[config.mk]
export PLATFORM = sky130hd
export DESIGN_NAME = pmcfg_top
export DESIGN_NICKNAME = d
export VERILOG_FILES = /design/src/pmcfg_pkg.sv /design/src/pmcfg_top.sv
export SDC_FILE = /design/constraint.sdc
export NUM_CORES = 1
export LEC_CHECK = 0
export ABC_AREA = 0
export BUFFER_PORTS_ARGS = -buffer_cell sky130_fd_sc_hd__buf_4
export CAP_MARGIN = 20
export CORE_MARGIN = 2
export CORE_UTILIZATION = 28
export CTS_BUF_LIST = sky130_fd_sc_hd__clkbuf_16
export CTS_CLUSTER_DIAMETER = 150
export DETAILED_ROUTE_END_ITERATION = 12
export PLACE_DENSITY_LB_ADDON = 0.1
export SYNTH_ARGS = -nofsm -noshare
export SYNTH_HDL_FRONTEND = slang
export SYNTH_SLANG_ARGS = --single-unit
[constraint.sdc]
create_clock -name clk_in -period 6.9 [get_ports clk_in]
set_clock_uncertainty 0.15 [all_clocks]
set_input_delay 1.035 -clock clk_in [delete_from_list [all_inputs] [get_ports clk_in]]
set_output_delay 1.035 -clock clk_in [all_outputs]
set_load 0.1 [all_outputs]
[src/pmcfg_pkg.sv]
`default_nettype none
package pmcfg_pkg;
    // ****************************************
    // Register map
    // ****************************************
    localparam logic [7:0] REG_ENABLE = 8'h12;
    localparam logic [7:0] REG_CFG_ONE = 8'h13;
    localparam logic [7:0] REG_CFG_TWO = 8'h14;
    localparam logic [7:0] REG_CFG_THREE = 8'h15;
    localparam logic [7:0] REG_BUCK_A = 8'h16;
    localparam logic [7:0] REG_BUCK_B = 8'h17;
    localparam logic [7:0] REG_BUCK_C = 8'h18;
    localparam logic [7:0] RST_ENABLE = 8'h00;
    localparam logic [7:0] RST_CFG_ONE = 8'h08;
    localparam logic [7:0] RST_CFG_TWO = 8'h40;
    localparam logic [7:0] RST_CFG_THREE = 8'h00;
    localparam logic [7:0] RST_BUCK_AB = 8'hB5;
    localparam logic [7:0] RST_BUCK_C = 8'h98;
    localparam logic [7:0] MASK_ENABLE = 8'h7F;
    localparam logic [7:0] MASK_CFG_ONE = 8'hFF;
    localparam logic [7:0] MASK_CFG_TWO = 8'hCF;
    localparam logic [7:0] MASK_CFG_THREE = 8'h3F;
    localparam logic [7:0] MASK_BUCK = 8'hBF;
    // ****************************************
    // Field positions
    // ****************************************
    localparam int EN_PIN_THREE = 6;
    localparam int EN_OUT_TWO = 5;
    localparam int EN_PIN_ONE = 4;
    localparam int EN_SWITCH_A = 1;
    localparam int EN_LINEAR = 0;
    localparam int C1_BUTTON_TIME = 7;
    localparam int C1_OUT_TWO_BUF = 6;
    localparam int C1_PIN_ONE_SEL = 5;
    localparam int C1_PG_DELAY = 3;
    localparam int C1_TIGHT = 2;
    localparam int C1_LOCKOUT = 0;
    localparam int C2_WARM_RESET = 7;
    localparam int C2_HYST = 6;
    localparam int C2_ILIM_C = 2;
    localparam int C2_ILIM_B = 0;
    localparam int C3_PFAIL_OFF = 3;
    localparam int C3_DISCHARGE = 0;
    localparam int BUCK_PFM = 7;
    // ****************************************
    // Timing
    // ****************************************
    localparam longint unsigned CLK_PERIOD_NS = 100;
    localparam longint unsigned BLANK_MS = 5;
    localparam longint unsigned PG_MS_0 = 10;
    localparam longint unsigned PG_MS_1 = 20;
    localparam longint unsigned PG_MS_2 = 50;
    localparam longint unsigned PG_MS_3 = 150;
    localparam longint unsigned BUTTON_SHORT_S = 8;
    localparam longint unsigned BUTTON_LONG_S = 15;
    localparam longint unsigned SLEW_BASE_NS = 160000;
    localparam int unsigned BLANK_CYC = int'(BLANK_MS * 1000000 / CLK_PERIOD_NS);
    localparam int unsigned PG_CYC_0 = int'(PG_MS_0 * 1000000 / CLK_PERIOD_NS);
    localparam int unsigned PG_CYC_1 = int'(PG_MS_1 * 1000000 / CLK_PERIOD_NS);
    localparam int unsigned PG_CYC_2 = int'(PG_MS_2 * 1000000 / CLK_PERIOD_NS);
    localparam int unsigned PG_CYC_3 = int'(PG_MS_3 * 1000000 / CLK_PERIOD_NS);
    localparam int unsigned BUTTON_SHORT_CYC = int'(BUTTON_SHORT_S * 1000000000 / CLK_PERIOD_NS);
    localparam int unsigned BUTTON_LONG_CYC = int'(BUTTON_LONG_S * 1000000000 / CLK_PERIOD_NS);
    localparam int unsigned SLEW_BASE_CYC = int'(SLEW_BASE_NS / CLK_PERIOD_NS);
    localparam logic [2:0] SLEW_IMMEDIATE = 3'h7;
    // ****************************************
    // Types
    // ****************************************
    typedef struct packed {
        logic button_long;
        logic [1:0] pg_delay;
        logic tight_supervision;
        logic [1:0] lockout_level;
        logic lockout_hysteresis;
        logic [1:0] switch_c_current_limit;
        logic [1:0] switch_b_current_limit;
        logic [2:0] buck_pfm;
    } pmcfg_cfg_t;
    typedef struct packed {
        logic [5:0] buck_a;
        logic [5:0] buck_b;
        logic [5:0] buck_c;
    } pmcfg_volt_t;
    typedef enum logic [1:0] {
        RAMP_IDLE,
        RAMP_WAIT,
        RAMP_STEP
    } pmcfg_ramp_t;
endpackage
`default_nettype wire

[src/pmcfg_top.sv]
`default_nettype none
module pmcfg_top #(
    parameter int unsigned BLANK_CYC = pmcfg_pkg::BLANK_CYC,
    parameter int unsigned PG_CYC_0 = pmcfg_pkg::PG_CYC_0,
    parameter int unsigned PG_CYC_1 = pmcfg_pkg::PG_CYC_1,
    parameter int unsigned PG_CYC_2 = pmcfg_pkg::PG_CYC_2,
    parameter int unsigned PG_CYC_3 = pmcfg_pkg::PG_CYC_3,
    parameter int unsigned BUTTON_SHORT_CYC = pmcfg_pkg::BUTTON_SHORT_CYC,
    parameter int unsigned BUTTON_LONG_CYC = pmcfg_pkg::BUTTON_LONG_CYC,
    parameter int unsigned SLEW_BASE_CYC = pmcfg_pkg::SLEW_BASE_CYC
) (
    // Clock and reset
    input wire logic clk_in,
    input wire logic sys_rst_in,
    // Register access from the serial engine
    input wire logic reg_wr_in,
    input wire logic reg_rd_in,
    input wire logic [7:0] reg_addr_in,
    input wire logic [7:0] reg_wdata_in,
    input wire logic write_unlocked_in,
    output logic [7:0] reg_rdata_out,
    output logic write_rejected_out,
    // Sequencer, trigger and strap
    input wire logic seq_update_in,
    input wire logic seq_switch_a_in,
    input wire logic seq_linear_in,
    input wire logic go_set_in,
    input wire logic trigger_bypass_in,
    input wire logic [2:0] slew_code_in,
    input wire logic strap_valid_in,
    input wire logic [5:0] resistor_select_strap_in,
    output logic go_busy_out,
    // Supervisor
    input wire logic rails_ok_in,
    input wire logic button_active_in,
    input wire logic power_fail_out_n_in,
    output logic power_good_out,
    output logic button_reset_out,
    output logic [2:0] monitor_blank_out,
    // General pins
    input wire logic general_pin_one_in,
    input wire logic general_pin_three_in,
    output logic general_pin_one_out,
    output logic general_pin_one_oe_out,
    output logic general_output_two_out,
    output logic general_output_two_oe_out,
    output logic general_pin_three_out,
    output logic general_pin_three_oe_out,
    output logic warm_reset_n_out,
    // Power path
    output logic [2:0] switch_enable_out,
    output logic [2:0] switch_discharge_out,
    output logic linear_reg_enable_out,
    output pmcfg_pkg::pmcfg_cfg_t cfg_out,
    output pmcfg_pkg::pmcfg_volt_t volt_out
);
    if (BLANK_CYC < 1 || PG_CYC_0 < 1 || PG_CYC_1 < 1 || PG_CYC_2 < 1 || PG_CYC_3 < 1 ||
        BUTTON_SHORT_CYC < 1 || BUTTON_LONG_CYC < 1 || SLEW_BASE_CYC < 128) begin : g_bad_param
        $error("pmcfg_top: a cycle count is too small");
    end

    // ****************************************
    // Helpers
    // ****************************************
    function automatic logic [5:0] step_toward(input logic [5:0] cur, input logic [5:0] tgt);
        if (cur < tgt) begin
            return cur + 6'h01;
        end else if (cur > tgt) begin
            return cur - 6'h01;
        end
        return cur;
    endfunction

    function automatic logic [7:0] merge(input logic [7:0] old, input logic [7:0] wr, input logic [7:0] mask);
        return (old & ~mask) | (wr & mask);
    endfunction

    // ****************************************
    // Register file
    // ****************************************
    logic [7:0] enable_q;
    logic [7:0] cfg_one_q;
    logic [7:0] cfg_two_q;
    logic [7:0] cfg_three_q;
    logic [7:0] buck_a_q;
    logic [7:0] buck_b_q;
    logic [7:0] buck_c_q;
    logic strap_done_q;
    logic [7:0] rdata_q;
    logic reject_q;

    wire logic wr_ok = reg_wr_in & write_unlocked_in;
    wire logic wr_enable = wr_ok && reg_addr_in == pmcfg_pkg::REG_ENABLE;
    wire logic wr_cfg_one = wr_ok && reg_addr_in == pmcfg_pkg::REG_CFG_ONE;
    wire logic wr_cfg_two = wr_ok && reg_addr_in == pmcfg_pkg::REG_CFG_TWO;
    wire logic wr_cfg_three = wr_ok && reg_addr_in == pmcfg_pkg::REG_CFG_THREE;
    wire logic wr_buck_a = wr_ok && reg_addr_in == pmcfg_pkg::REG_BUCK_A;
    wire logic wr_buck_b = wr_ok && reg_addr_in == pmcfg_pkg::REG_BUCK_B;
    wire logic wr_buck_c = wr_ok && reg_addr_in == pmcfg_pkg::REG_BUCK_C;
    wire logic addr_mapped = reg_addr_in >= pmcfg_pkg::REG_ENABLE && reg_addr_in <= pmcfg_pkg::REG_BUCK_C;

    logic [7:0] enable_d;
    always_comb begin
        enable_d = wr_enable ? merge(enable_q, reg_wdata_in, pmcfg_pkg::MASK_ENABLE) : enable_q;
        if (seq_update_in) begin
            enable_d[pmcfg_pkg::EN_SWITCH_A] = seq_switch_a_in;
            enable_d[pmcfg_pkg::EN_LINEAR] = seq_linear_in;
        end
    end

    logic [7:0] rd_mux;
    always_comb begin
        case (reg_addr_in)
            pmcfg_pkg::REG_ENABLE: rd_mux = enable_q;
            pmcfg_pkg::REG_CFG_ONE: rd_mux = cfg_one_q;
            pmcfg_pkg::REG_CFG_TWO: rd_mux = cfg_two_q;
            pmcfg_pkg::REG_CFG_THREE: rd_mux = cfg_three_q;
            pmcfg_pkg::REG_BUCK_A: rd_mux = buck_a_q;
            pmcfg_pkg::REG_BUCK_B: rd_mux = buck_b_q;
            pmcfg_pkg::REG_BUCK_C: rd_mux = buck_c_q;
            default: rd_mux = 8'h00;
        endcase
    end

    always_ff @(posedge clk_in) begin
        if (sys_rst_in) begin
            enable_q <= pmcfg_pkg::RST_ENABLE;
            cfg_one_q <= pmcfg_pkg::RST_CFG_ONE;
            cfg_two_q <= pmcfg_pkg::RST_CFG_TWO;
            cfg_three_q <= pmcfg_pkg::RST_CFG_THREE;
            buck_a_q <= pmcfg_pkg::RST_BUCK_AB;
            buck_b_q <= pmcfg_pkg::RST_BUCK_AB;
            buck_c_q <= pmcfg_pkg::RST_BUCK_C;
            strap_done_q <= 1'b0;
            rdata_q <= 8'h00;
            reject_q <= 1'b0;
        end else begin
            enable_q <= enable_d;
            if (wr_cfg_one) begin
                cfg_one_q <= merge(cfg_one_q, reg_wdata_in, pmcfg_pkg::MASK_CFG_ONE);
            end
            if (wr_cfg_two) begin
                cfg_two_q <= merge(cfg_two_q, reg_wdata_in, pmcfg_pkg::MASK_CFG_TWO);
            end
            if (wr_cfg_three) begin
                cfg_three_q <= merge(cfg_three_q, reg_wdata_in, pmcfg_pkg::MASK_CFG_THREE);
            end
            if (wr_buck_a) begin
                buck_a_q <= merge(buck_a_q, reg_wdata_in, pmcfg_pkg::MASK_BUCK);
            end
            if (wr_buck_b) begin
                buck_b_q <= merge(buck_b_q, reg_wdata_in, pmcfg_pkg::MASK_BUCK);
            end
            strap_done_q <= 1'b1;
            if (wr_buck_c) begin
                buck_c_q <= merge(buck_c_q, reg_wdata_in, pmcfg_pkg::MASK_BUCK);
            end else if (!strap_done_q && strap_valid_in) begin
                buck_c_q[5:0] <= resistor_select_strap_in;
            end
            rdata_q <= reg_rd_in ? rd_mux : rdata_q;
            reject_q <= reg_wr_in & ~write_unlocked_in & addr_mapped;
        end
    end

    // ****************************************
    // Voltage ramp for bucks A and B
    // ****************************************
    pmcfg_pkg::pmcfg_ramp_t ramp_q;
    logic go_q;
    logic [5:0] act_a_q;
    logic [5:0] act_b_q;
    logic [31:0] step_cnt_q;

    wire logic [5:0] tgt_a = buck_a_q[5:0];
    wire logic [5:0] tgt_b = buck_b_q[5:0];
    wire logic at_target = act_a_q == tgt_a && act_b_q == tgt_b;
    wire logic ramp_req = go_q | (trigger_bypass_in & ~at_target);
    wire logic [31:0] step_len = (slew_code_in == pmcfg_pkg::SLEW_IMMEDIATE) ? 32'd1 :
                                 32'(SLEW_BASE_CYC >> slew_code_in);
    wire logic ramp_done = ramp_q == pmcfg_pkg::RAMP_STEP && at_target;

    always_ff @(posedge clk_in) begin
        if (sys_rst_in) begin
            ramp_q <= pmcfg_pkg::RAMP_IDLE;
            go_q <= 1'b0;
            act_a_q <= pmcfg_pkg::RST_BUCK_AB[5:0];
            act_b_q <= pmcfg_pkg::RST_BUCK_AB[5:0];
            step_cnt_q <= 32'd0;
        end else begin
            if (go_set_in) begin
                go_q <= 1'b1;
            end else if (ramp_done) begin
                go_q <= 1'b0;
            end
            case (ramp_q)
                pmcfg_pkg::RAMP_IDLE: begin
                    if (ramp_req) begin
                        step_cnt_q <= step_len - 32'd1;
                        ramp_q <= pmcfg_pkg::RAMP_WAIT;
                    end
                end
                pmcfg_pkg::RAMP_WAIT: begin
                    if (step_cnt_q == 32'd0) begin
                        act_a_q <= step_toward(act_a_q, tgt_a);
                        act_b_q <= step_toward(act_b_q, tgt_b);
                        ramp_q <= pmcfg_pkg::RAMP_STEP;
                    end else begin
                        step_cnt_q <= step_cnt_q - 32'd1;
                    end
                end
                pmcfg_pkg::RAMP_STEP: begin
                    if (at_target) begin
                        ramp_q <= pmcfg_pkg::RAMP_IDLE;
                    end else begin
                        step_cnt_q <= step_len - 32'd1;
                        ramp_q <= pmcfg_pkg::RAMP_WAIT;
                    end
                end
                default: ramp_q <= pmcfg_pkg::RAMP_IDLE;
            endcase
        end
    end

    // ****************************************
    // Monitor blanking, power good, button
    // ****************************************
    logic [31:0] blank_cnt_q [3];
    logic [2:0] blank_q;
    wire logic [2:0] buck_wr = {wr_buck_c, wr_buck_b, wr_buck_a};

    always_ff @(posedge clk_in) begin
        for (int i = 0; i < 3; i++) begin
            if (sys_rst_in) begin
                blank_cnt_q[i] <= 32'd0;
                blank_q[i] <= 1'b0;
            end else if (buck_wr[i]) begin
                blank_cnt_q[i] <= 32'(BLANK_CYC) - 32'd1;
                blank_q[i] <= 1'b1;
            end else if (blank_cnt_q[i] != 32'd0) begin
                blank_cnt_q[i] <= blank_cnt_q[i] - 32'd1;
            end else begin
                blank_q[i] <= 1'b0;
            end
        end
    end

    logic [31:0] pg_cnt_q;
    logic pg_q;
    logic [31:0] pg_len;
    always_comb begin
        case (cfg_one_q[pmcfg_pkg::C1_PG_DELAY +: 2])
            2'h0: pg_len = 32'(PG_CYC_0);
            2'h1: pg_len = 32'(PG_CYC_1);
            2'h2: pg_len = 32'(PG_CYC_2);
            default: pg_len = 32'(PG_CYC_3);
        endcase
    end

    always_ff @(posedge clk_in) begin
        if (sys_rst_in || !rails_ok_in) begin
            pg_cnt_q <= 32'd0;
            pg_q <= 1'b0;
        end else if (pg_cnt_q + 32'd1 >= pg_len) begin
            pg_q <= 1'b1;
        end else begin
            pg_cnt_q <= pg_cnt_q + 32'd1;
        end
    end

    logic [31:0] btn_cnt_q;
    logic btn_fired_q;
    logic btn_pulse_q;
    wire logic [31:0] btn_len = cfg_one_q[pmcfg_pkg::C1_BUTTON_TIME] ? 32'(BUTTON_LONG_CYC) :
                                32'(BUTTON_SHORT_CYC);
    always_ff @(posedge clk_in) begin
        if (sys_rst_in || !button_active_in) begin
            btn_cnt_q <= 32'd0;
            btn_fired_q <= 1'b0;
            btn_pulse_q <= 1'b0;
        end else begin
            btn_pulse_q <= 1'b0;
            if (!btn_fired_q) begin
                if (btn_cnt_q + 32'd1 >= btn_len) begin
                    btn_fired_q <= 1'b1;
                    btn_pulse_q <= 1'b1;
                end else begin
                    btn_cnt_q <= btn_cnt_q + 32'd1;
                end
            end
        end
    end

    // ****************************************
    // Pins and power path
    // ****************************************
    wire logic pin_one_sel = cfg_one_q[pmcfg_pkg::C1_PIN_ONE_SEL];
    wire logic warm_sel = cfg_two_q[pmcfg_pkg::C2_WARM_RESET];
    wire logic two_push_pull = cfg_one_q[pmcfg_pkg::C1_OUT_TWO_BUF];
    wire logic two_level = pin_one_sel ? general_pin_one_in : enable_q[pmcfg_pkg::EN_OUT_TWO];
    wire logic pin_one_oe_d = ~pin_one_sel & ~enable_q[pmcfg_pkg::EN_PIN_ONE];
    wire logic two_oe_d = ~two_level | two_push_pull;
    wire logic pin_three_oe_d = ~warm_sel & ~enable_q[pmcfg_pkg::EN_PIN_THREE];
    wire logic [2:0] pfail_off = cfg_three_q[pmcfg_pkg::C3_PFAIL_OFF +: 3] & {3{~power_fail_out_n_in}};
    wire logic [2:0] switch_on_d = enable_q[3:1] & ~pfail_off;
    wire logic [2:0] discharge_d = cfg_three_q[pmcfg_pkg::C3_DISCHARGE +: 3] & ~switch_on_d;

    logic pin_one_oe_q;
    logic two_q;
    logic two_oe_q;
    logic pin_three_oe_q;
    logic warm_n_q;
    logic [2:0] switch_on_q;
    logic [2:0] discharge_q;
    logic linear_q;

    always_ff @(posedge clk_in) begin
        if (sys_rst_in) begin
            pin_one_oe_q <= 1'b0;
            two_q <= 1'b0;
            two_oe_q <= 1'b0;
            pin_three_oe_q <= 1'b0;
            warm_n_q <= 1'b1;
            switch_on_q <= 3'h0;
            discharge_q <= 3'h0;
            linear_q <= 1'b0;
        end else begin
            pin_one_oe_q <= pin_one_oe_d;
            two_q <= two_level;
            two_oe_q <= two_oe_d;
            pin_three_oe_q <= pin_three_oe_d;
            warm_n_q <= ~warm_sel | general_pin_three_in;
            switch_on_q <= switch_on_d;
            discharge_q <= discharge_d;
            linear_q <= enable_q[pmcfg_pkg::EN_LINEAR];
        end
    end

    // ****************************************
    // Outputs
    // ****************************************
    assign reg_rdata_out = rdata_q;
    assign write_rejected_out = reject_q;
    assign go_busy_out = go_q;
    assign power_good_out = pg_q;
    assign button_reset_out = btn_pulse_q;
    assign monitor_blank_out = blank_q;
    assign general_pin_one_out = 1'b0;
    assign general_pin_one_oe_out = pin_one_oe_q;
    assign general_output_two_out = two_q;
    assign general_output_two_oe_out = two_oe_q;
    assign general_pin_three_out = 1'b0;
    assign general_pin_three_oe_out = pin_three_oe_q;
    assign warm_reset_n_out = warm_n_q;
    assign switch_enable_out = switch_on_q;
    assign switch_discharge_out = discharge_q;
    assign linear_reg_enable_out = linear_q;
    assign cfg_out.button_long = cfg_one_q[pmcfg_pkg::C1_BUTTON_TIME];
    assign cfg_out.pg_delay = cfg_one_q[pmcfg_pkg::C1_PG_DELAY +: 2];
    assign cfg_out.tight_supervision = cfg_one_q[pmcfg_pkg::C1_TIGHT];
    assign cfg_out.lockout_level = cfg_one_q[pmcfg_pkg::C1_LOCKOUT +: 2];
    assign cfg_out.lockout_hysteresis = cfg_two_q[pmcfg_pkg::C2_HYST];
    assign cfg_out.switch_c_current_limit = cfg_two_q[pmcfg_pkg::C2_ILIM_C +: 2];
    assign cfg_out.switch_b_current_limit = cfg_two_q[pmcfg_pkg::C2_ILIM_B +: 2];
    assign cfg_out.buck_pfm = {buck_c_q[pmcfg_pkg::BUCK_PFM], buck_b_q[pmcfg_pkg::BUCK_PFM],
                               buck_a_q[pmcfg_pkg::BUCK_PFM]};
    assign volt_out.buck_a = act_a_q;
    assign volt_out.buck_b = act_b_q;
    assign volt_out.buck_c = buck_c_q[5:0];
endmodule
`default_nettype wire

==> flow_metrics.py <==
metrics = {
    "run": {
        "max-cap-violations": 0,
    },
    "global_route": {
        "overflow": 0,
        "antenna_found_initial": 2,
        "grt_pass1_vias": 11931,
        "grt.total_usage": 0.1532,
        "grt_max_degree": 55,
        "grt_pass1_wl_mm": 68.97,
    },
    "cts": {
        "cts-buffers-inserted": 37,
        "cts_max_level": 2,
        "cts_tree": "built",
        "clockBufferDepth": 3,
        "cts_root_buf": "clkbuf_16",
        "clock_latency_ps": 550,
        "postCtsSetupBuffers": 0,
        "cts.reportedPaths.clkPinSlew_ps": 50,
        "numClockSinks": 283,
        "ctsResizeCount": 0,
        "holdBufCountCts": 0,
    },
    "logic_synthesis": {
        "ys_warn_count": 0,
        "yosysSeqAreaShare": 0.4287,
        "synth_top_area_share": 0.2422,
        "syn_avg_cell_area_um2": 8.847,
        "synth.area.top_cells": "dfxtp_1, edfxtp_1, xnor2_1",
        "netlist_instances": 1747,
        "synthesis.area_mm2": 0.01546,
        "ys.flop_type": "dfxtp_1",
        "ys_ff_latch": 283,
        "yosysTopAreaCell": "dfxtp_1",
        "synth_cell_types": 71,
        "synth_edf_count": 96,
        "ys_async_sr_fraction": 0,
    },
    "final_layout": {
        "nNetsFinal": 1924,
        "regArea_mm2": 0.006626,
        "layout_common_cells": "nor2_1, dfxtp_1, nand2_1",
        "syn_to_final_growth_pct": 16.66,
        "final_common_cell": "nor2_1",
        "diodes": 0,
        "multiInputGateArea_mm2": 0.008253,
        "n_fill_cell": 5746,
        "layout-drive-gt1-share": 0.1049,
    },
    "critical_path": {
        "endpoint": "btn_cnt_q[5]",
        "crit_slowest_cell": "nor4_1",
        "worstPathCellList": "ha_1, nand3_1, nor4_1, and2_1, and3_1, xor2_1, ha_1, a2111oi_0, o31ai_1, a311oi_1, o31ai_1, a211oi_4, buf_12, a31oi_1, a41o_1",
        "crit_path_start_kind": "flip-flop",
        "worstPathArrival_ps": 5500,
        "crit_path_start": "btn_cnt_q[1]",
        "timing.rr.start": "btn_cnt_q[1]",
        "worstPathMaxFanout": 39,
        "path_buf_inv": 1,
        "reg2reg_depth": 15,
        "cp.required_ps": 7180,
        "r2r_slack_ps": 1680,
        "crit_path_max_incr_delay_ps": 850,
        "crit_family": "compound AO/OA/AOI/OAI gates",
        "rr_endpoint": "btn_cnt_q[5]",
        "cp-end-kind": "flip-flop",
        "cp.depth": 15,
        "setup.worst_path.class": "flip-flop to flip-flop",
    },
    "route": {
        "drc": 0,
        "wirelength_mm": 43.12,
        "drt_pass1_iterations": 6,
        "route.detailed.wl_per_inst_um": 16.89,
        "ant_nets": 0,
        "via_per_inst": 4.887,
        "vias": 12477,
        "dr.first_iter.drc_count": 684,
    },
    "power_and_ir_drop": {
        "power_density_mw_per_mm2": 287.5,
        "leakage_nw": 7.197,
        "vdd_drop_max_v": 0.0001479,
    },
    "sta": {
        "max-slew-margin-rel": 0.3398,
        "hold_violations": 0,
        "rsz0062_at_grt": "false",
        "finalCritPeriodShare": 0.7569,
        "fin_crit_ps": 5223,
        "fin_hold_ws_ps": 302.1,
        "worst_pin_slew_ps": 982.8,
        "final-setup-viol-count": 0,
        "fmax_mhz": 191.5,
        "slew_viol_final": 0,
        "final.setup.tns_ps": 0,
    },
    "floorplan": {
        "io_pins": 102,
        "num_rows": 86,
        "die_h_um": 238.9,
        "initial_core_util": 0.2816,
        "coreArea_mm2": 0.05488,
        "die_w_um": 238.9,
        "dieArea_mm2": 0.05709,
    },
    "hold_path": {
        "hold_path_class": "flip-flop to flip-flop",
    },
    "placed_design": {
        "dp_hpwl_mm": 30.04,
        "place_congestion": 0.7745,
        "port_buffers": 99,
    },
    "status": {
        "outcome": "finished clean",
    },
}
## worst register-to-register path: cells and delay by family, from the launching register on
| family | cells | cell delay (ps) |
|---|---|---|
| fa+ha+maj | 2 | 520 |
| compound gates | 7 | 1950 |
| flops | 1 | 460 |
| buf+inv | 1 | 290 |
| xor+xnor | 1 | 80 |
| simple gates | 4 | 1670 |
## through the flow
stage	setup slack [ps]	instance area, µm²	util	power [W]	instances
after floorplan	2734	15460	-	0.003073	1748
after global placement	1853	16860	0.3073	0.003355	2485
after detailed placement	1728	16880	0.3076	0.003358	2486
after CTS	1712	18030	0.3286	0.005281	2553
after global routing	1180	18030	0.3286	0.005529	2553
final	1677	18030	0.3286	0.005183	2553
## routing by layer
layer  routed length [µm]  up-vias  track usage
met5                   30        -            0
met2                18790      222       0.2350
li1                     -     6340            -
met1                21160     5860       0.2162
met4                  781        4      0.03693
met3                 2363       51      0.03603
## cell families (layout without fill, tap and decap cells)
group | Yosys count | count (layout) | share of synthesized area
AOI/OAI and AO/OA | 304 | 304 | 0.1248
xor gates and xnor gates | 167 | 167 | 0.09463
adders and majority gates | 62 | 62 | 0.05116
buffers and inverters | 140 | 241 | 0.03853
DFF | 283 | 283 | 0.4287
muxes | 49 | 49 | 0.03238
other | 1 | 2 | 0.0002426
and+or+nand+nor | 741 | 741 | 0.2295
## sequential cells by signal, indices dropped and copies added, names as in the netlist, 2 cells and up
name and flops:
switch_enable_out 3, buck_b_q 7, reg_rdata_out 8, act_b_q 6, buck_a_q 7, btn_cnt_q 32
switch_discharge_out 3, act_a_q 6, cfg_one_q 8, cfg_two_q 6, blank_cnt_q 96, ramp_q 2
monitor_blank_out 3, step_cnt_q 32, enable_q 7, buck_c_q 7, cfg_three_q 6, pg_cnt_q 32
## area by class of cell
type	instances	share of cell area
multi-input combinational	1325	0.4577
sequential	283	0.3675
clock buffer	39	0.05413
timing repair buffer	119	0.05066
tap	704	0.04885
inverter	55	0.01145
clock inverter	28	0.009715
## where the power goes
part | internal, W | switching, W | leakage, nW
logic | 0.000463 | 0.000681 | 3.94
clock network | 0.00109 | 0.000769 | 0.592
registers | 0.00200 | 0.000179 | 2.67
total | 0.00355 | 0.00163 | 7.20
## synth_stat cells (9+ instances only)
master	count
clkbuf_1	50
or3_1	22
mux2i_1	41
nor2_1	240
nand4_1	22
nor3_1	64
dfxtp_1	187
ha_1	60
a211oi_1	10
xor2_1	59
buf_1	11
edfxtp_1	96
or4_1	22
xnor2_1	108
nor4_1	30
nand2_1	173
nor2b_1	25
nand3_1	53
a21o_1	15
nand2b_1	13
inv_1	54
a21oi_1	98
and3_1	22
a31o_1	13
a31oi_1	9
and2_1	22
buf_4	16
o21ai_0	81
## worst min-delay path by stage
stage | startpoint | endpoint | slack [ps] | cells past startpoint
after floorplan | cfg_two_q[7] | warm_reset_n_out | 230 | 1
after global routing | enable_q[4] | general_pin_one_oe_out | 320 | 1
after detailed placement | step_cnt_q[31] | step_cnt_q[31] | 290 | 2
final | step_cnt_q[31] | step_cnt_q[31] | 300 | 2
after CTS | step_cnt_q[31] | step_cnt_q[31] | 300 | 2
after global placement | step_cnt_q[31] | step_cnt_q[31] | 290 | 2
No activity file was read; power rests on OpenSTA's default activity.
